<file path="config.mk">
export PLATFORM = sky130hd
export DESIGN_NAME = power_good_thermal_trip_ctrl
export DESIGN_NICKNAME = d
export VERILOG_FILES = /design/src/include/pg_trip_pkg.sv /design/src/include/trip_if.sv /design/src/design/power_good_thermal_trip_ctrl.sv /design/src/design/trip_latch.sv
export SDC_FILE = /design/constraint.sdc
export NUM_CORES = 1
export LEC_CHECK = 0
export ABC_AREA = 1
export BUFFER_PORTS_ARGS = -buffer_cell sky130_fd_sc_hd__buf_4
export CAP_MARGIN = 15
export CORE_AREA = 2 2 39 41
export CTS_BUF_LIST = sky130_fd_sc_hd__clkbuf_8
export DETAILED_ROUTE_END_ITERATION = 8
export DIE_AREA = 0 0 41 43
export HOLD_SLACK_MARGIN = 0.12
export SYNTH_ARGS = -nofsm -noshare
export SYNTH_HDL_FRONTEND = slang
export SYNTH_SLANG_ARGS = --single-unit
</file>
<file path="constraint.sdc">
create_clock -name clk_in -period 0.8 [get_ports clk_in]
set_input_delay 0 -clock clk_in [delete_from_list [all_inputs] [get_ports clk_in]]
set_output_delay 0 -clock clk_in [all_outputs]
set_load 0.01 [all_outputs]
</file>
<file path="src/include/pg_trip_pkg.sv">
// Constants shared by the power-good and thermal-trip block
package pg_trip_pkg;
	localparam int unsigned clk_mhz = 200;
	localparam int unsigned sync_stages = 2;
	localparam logic [1:0] sync_reset = 2'h0;
	localparam logic trip_reset = 1'h0;
	localparam logic halt_reset = 1'h1;
	localparam logic trip_n_reset = 1'h1;
	typedef enum logic [1:0] {st_off, st_run, st_tripped} state_t;
endpackage

</file>
<file path="src/include/trip_if.sv">
// Carries synchronised sensor and reset levels to the trip latch
interface trip_if;
	logic hot;
	logic rst_req;
	logic tripped;
	modport src (output hot, output rst_req, input tripped);
	modport latch (input hot, input rst_req, output tripped);
endinterface
</file>
<file path="src/design/power_good_thermal_trip_ctrl.sv">
// Functional notes
// - Power-good synchronised through a two-stage chain, also in lockstep redundancy mode.
// - Temperature over trip point halts execution and asserts trip output.
// - Trip output and halt stay until reset input asserts or power-good drops.
// - No hysteresis; reset while cool clears trip and resumes execution.
// - Reset while still hot keeps trip output asserted and halted.
module power_good_thermal_trip_ctrl (
	input wire logic clk_in,
	input wire logic nrst_in,
	input wire logic power_ok_in,
	input wire logic over_temp_in,
	input wire logic lockstep_redundancy_mode_in,
	output logic overtemp_halt_n_out,
	output logic exec_halt_out,
	output logic core_rst_n_out
);
	logic [1:0] pok_sync;
	logic [1:0] hot_sync;
	logic [1:0] rstreq_sync;
	logic [1:0] next_pok_sync;
	logic [1:0] next_hot_sync;
	logic [1:0] next_rstreq_sync;
	logic pok_level;
	logic hot_level;
	logic rst_pin_req;
	logic int_rst_n;
	logic trip_active;
	logic next_halt;
	logic next_trip_n;
	logic next_core_rst_n;
	pg_trip_pkg::state_t state;
	pg_trip_pkg::state_t next_state;
	trip_if t ();

	// Shift values for the three two-stage chains
	always_comb begin
		next_pok_sync = {pok_sync[0], power_ok_in};
		next_hot_sync = {hot_sync[0], over_temp_in};
		next_rstreq_sync = {rstreq_sync[0], 1'b0};
	end

	// Power-good chain; lockstep mode needs no extra handling
	always_ff @(posedge clk_in or negedge nrst_in) begin
		if (!nrst_in) begin
			pok_sync <= pg_trip_pkg::sync_reset;
		end else begin
			pok_sync <= next_pok_sync;
		end
	end

	// Sensor chain keeps sampling through a reset pulse
	always_ff @(posedge clk_in) begin
		hot_sync <= next_hot_sync;
	end

	// Reset pin shows as a request for two edges after release
	always_ff @(posedge clk_in or negedge nrst_in) begin
		if (!nrst_in) begin
			rstreq_sync <= 2'h3;
		end else begin
			rstreq_sync <= next_rstreq_sync;
		end
	end

	assign pok_level = pok_sync[1];
	assign hot_level = hot_sync[1];
	assign rst_pin_req = rstreq_sync[1];
	assign int_rst_n = nrst_in & pok_level;
	assign trip_active = t.tripped | hot_level;
	assign t.hot = hot_level;
	assign t.rst_req = rst_pin_req | ~pok_level;

	trip_latch u_latch (
		.clk_in(clk_in),
		.nrst_in(nrst_in),
		.t(t)
	);

	// Run, halt and trip controller
	always_comb begin
		next_state = state;
		case (state)
			pg_trip_pkg::st_off: begin
				if (!pok_level) begin
					next_state = pg_trip_pkg::st_off;
				end else if (trip_active) begin
					next_state = pg_trip_pkg::st_tripped;
				end else begin
					next_state = pg_trip_pkg::st_run;
				end
			end

			pg_trip_pkg::st_run: begin
				if (!pok_level) begin
					next_state = pg_trip_pkg::st_off;
				end else if (trip_active) begin
					next_state = pg_trip_pkg::st_tripped;
				end else begin
					next_state = pg_trip_pkg::st_run;
				end
			end

			pg_trip_pkg::st_tripped: begin
				if (trip_active) begin
					next_state = pg_trip_pkg::st_tripped;
				end else if (pok_level) begin
					next_state = pg_trip_pkg::st_run;
				end else begin
					next_state = pg_trip_pkg::st_off;
				end
			end

			default: begin
				next_state = pg_trip_pkg::st_off;
			end
		endcase
	end

	// Halt follows the controller's next state
	always_comb begin
		case (next_state)
			pg_trip_pkg::st_run: begin
				next_halt = 1'b0;
			end

			pg_trip_pkg::st_tripped: begin
				next_halt = 1'b1;
			end

			default: begin
				next_halt = 1'b1;
			end
		endcase
	end

	// Trip pin level
	always_comb begin
		if (trip_active) begin
			next_trip_n = 1'b0;
		end else begin
			next_trip_n = 1'b1;
		end
	end

	// Core reset level
	always_comb begin
		if (int_rst_n) begin
			next_core_rst_n = 1'b1;
		end else begin
			next_core_rst_n = 1'b0;
		end
	end

	// Controller state
	always_ff @(posedge clk_in or negedge nrst_in) begin
		if (!nrst_in) begin
			state <= pg_trip_pkg::st_off;
		end else begin
			state <= next_state;
		end
	end

	// Execution halt to the core
	always_ff @(posedge clk_in or negedge nrst_in) begin
		if (!nrst_in) begin
			exec_halt_out <= pg_trip_pkg::halt_reset;
		end else begin
			exec_halt_out <= next_halt;
		end
	end

	// Trip pin has no reset: a reset pulse while hot keeps it driven
	always_ff @(posedge clk_in) begin
		overtemp_halt_n_out <= next_trip_n;
	end

	// Core reset held while power-good is low
	always_ff @(posedge clk_in or negedge nrst_in) begin
		if (!nrst_in) begin
			core_rst_n_out <= 1'b0;
		end else begin
			core_rst_n_out <= next_core_rst_n;
		end
	end
endmodule

</file>
<file path="src/design/trip_latch.sv">
// Sticky over-temperature latch, cleared only by reset or power-good loss when cool
module trip_latch (
	input wire logic clk_in,
	input wire logic nrst_in,
	trip_if.latch t
);
	logic tripped;

	// No async clear: a reset pulse while hot must not drop the trip
	always_ff @(posedge clk_in) begin
		if (t.hot) begin
			tripped <= 1'b1;
		end else if (t.rst_req || !nrst_in) begin
			tripped <= pg_trip_pkg::trip_reset;
		end
	end
	assign t.tripped = tripped;
endmodule

</file>
==> results.yml <==
setup_path:
  crit_chain: "buf_6"
  path_delay_family: "flip-flops"
  cp.required_ps: 800
  path_buf_inv: 1
  cp-end-kind: "output port"
  worstSetupPathType: "flip-flop to output port"
  slowest_stage: "dfstp_2"
  cpPeakStageDelay_ps: 520
  cp-start-kind: "flip-flop"
  path_max_fanout: 1
  arrival_ps: 840
sta:
  rsz0062_at_grt: "yes"
  setup_violations: 1
  skew_ps: 1.27
  post-route-min-period_ps: 840
  worst_slack_ps: -40.1
  max_freq_mhz: 1190
  period_share: 1.05
  hold_ws_ps: -421
  hold_viol: 8
  slew_violations: 0
  tns_ps: -40.1
power_and_ir_drop:
  max-vdd-ir-drop_mv: 0.977
  powerDensity_nw_per_um2: 2740
  p_leak_nw: 0.242
finish:
  mostFrequentLayoutCells: "dfrtp_1 (5), buf_4 (5), nand2_1 (4), clkbuf_8 (4), dfxtp_1 (4)"
  final_layout_size_suffix_gt1_frac: 0.410
  final_nets: 45
  diodes: 0
  area_growth_pct: 41.1
routing:
  wl_um: 431
  via_per_inst: 3.60
  drt-initial-drc-count: 3
  drtPass1Iterations: 2
  wl_per_cell_um: 7.84
  drc: 0
  postRouteAntennaNets: 0
  vias: 198
clock_network:
  cts_tree: "built"
  clk_path_buf_depth: 2
  insertion_delay_ps: 230
  cts_root_buf: "clkbuf_8"
  hold_buffers: 2
  cts_sinks: 12
  clk_pin_slew_ps: 50
  cts_max_level: 1
  numCtsBuffers: 3
die:
  core_area_um2: 1380
  die_x_um: 41
  die_h_um: 43
  placementRows: 14
  io_pins: 8
  initial_core_util: 0.253
  die_area_um2: 1760
global_route:
  grt_antenna_before_repair: 0
  grt_overflow: 0
  grt_max_degree: 10
  grt_pass1_vias: 202
  grt_pass1_wl_um: 724
  grtUsageTotal: 0.0714
yosys:
  synth-seq-cells: 12
  synth_top_cell_by_area: "dfrtp_1"
  synth_nets: 32
  synth_cells: 27
  yosysTopAreaCellShare: 0.357
  syn_area_per_cell_um2: 13.0
  synth_area_leaders: "dfrtp_1 (36%), dfxtp_1 (23%), dfstp_2 (23%), nand2_1 (4.3%), inv_1 (3.2%)"
  synth_warnings: 0
  ys_types: 11
  ys_seq_area_frac: 0.811
  netlist_area_um2: 350
place:
  dp_hpwl_um: 302
  place_ws_ps: 58.8
  io_buffers: 6
  place.gp.congestion: 0.673
status:
  violations: "negative hold slack, negative setup slack"
  status: "finished, violations left"
run:
  cap_violations: 0
min_path:
  hold_path.class: "input pin to async pin"
==> worst paths after layout <==
check / slack, ps / startpoint / endpoint / cells after the start
max in group asynchronous: 1010 / nrst_in / exec_halt_out / 1
min in group clk_in: 80 / nrst_in / core_rst_n_out / 3
worst max register to register: 60 / rstreq_sync[1] / u_latch.t.tripped / 3
worst max-delay path: -40 / exec_halt_out / exec_halt_out / 1
worst min register to register: 330 / hot_sync[0] / hot_sync[1] / 0
worst min-delay path: -420 / nrst_in / state[1] / 1
==> metal layers <==
metal  wire length [um]  share of wire  GRT usage
met1                197           0.46     0.0709
met2                201           0.47     0.0875
met4                  8          0.019      0.100
met5                  0              0          0
met3                 24          0.056     0.0314
==> report_power, final <==
group / internal (mW) / total, mW / leakage (nW) / switching [mW]
clock network: 0.432 / 0.628 / 0.0288 / 0.196
registers: 0.646 / 0.661 / 0.126 / 0.0156
logic: 0.0351 / 0.0643 / 0.0866 / 0.0291
==> flip-flops by register name, indices dropped and copies added, names as in the netlist <==
| name | count |
|---|---|
| u_latch.t.tripped | 1 |
| state | 2 |
| core_rst_n_out | 1 |
| exec_halt_out | 1 |
| rstreq_sync | 2 |
| hot_sync | 2 |
| pok_sync | 2 |
| overtemp_halt_n_out | 1 |
==> metrics by stage <==
stage / instances / power (mW) / hold WS, ps / instance area [um^2] / utilization
floorplan: 27 / 0.692 / -296 / 350 / -
global placement: 49 / 0.725 / -177 / 415 / 0.300
detailed placement: 49 / 0.728 / -173 / 415 / 0.300
CTS: 55 / 1.39 / -429 / 494 / 0.357
global route: 55 / 1.43 / -429 / 494 / 0.357
finish: 55 / 1.35 / -421 / 494 / 0.357
==> cell type report <==
type,instances,area [um^2]
multi-input combinational,11,51.3
tap,16,20.0
inverter,4,15.0
clock buffer,4,55.1
fill,136,890
timing repair buffer,8,68.8
sequential,12,284
==> Yosys cell counts <==
| cell type | instances |
|---|---|
| conb_1 | 1 |
| inv_1 | 3 |
| dfrtp_1 | 5 |
| nor2_1 | 3 |
| dfxtp_1 | 4 |
| inv_2 | 1 |
| nor2_2 | 1 |
| nand2_1 | 4 |
| nand3_2 | 1 |
| dfstp_2 | 3 |
| o21ai_0 | 1 |
==> cell families after synthesis <==
group / after synthesis / share of synthesized area
AO/OA/AOI/OAI: 1 / 0.0143
other: 1 / 0.0107
buffers and inverters: 4 / 0.0428
flip-flops: 12 / 0.811
AND/OR/NAND/NOR: 9 / 0.121
==> what timing repair did <==
| action | in CTS | in global routing |
|---|---|---|
| endpoints found under the setup margin | 1 | 1 |
| setup buffers | 0 | 0 |
| gates cloned | 0 | 0 |
| endpoints found under the hold margin | 11 | 9 |
| resized for setup | 1 | 0 |
| pin swaps | 0 | 0 |
Note: power is estimated with default switching activity, not from simulation.
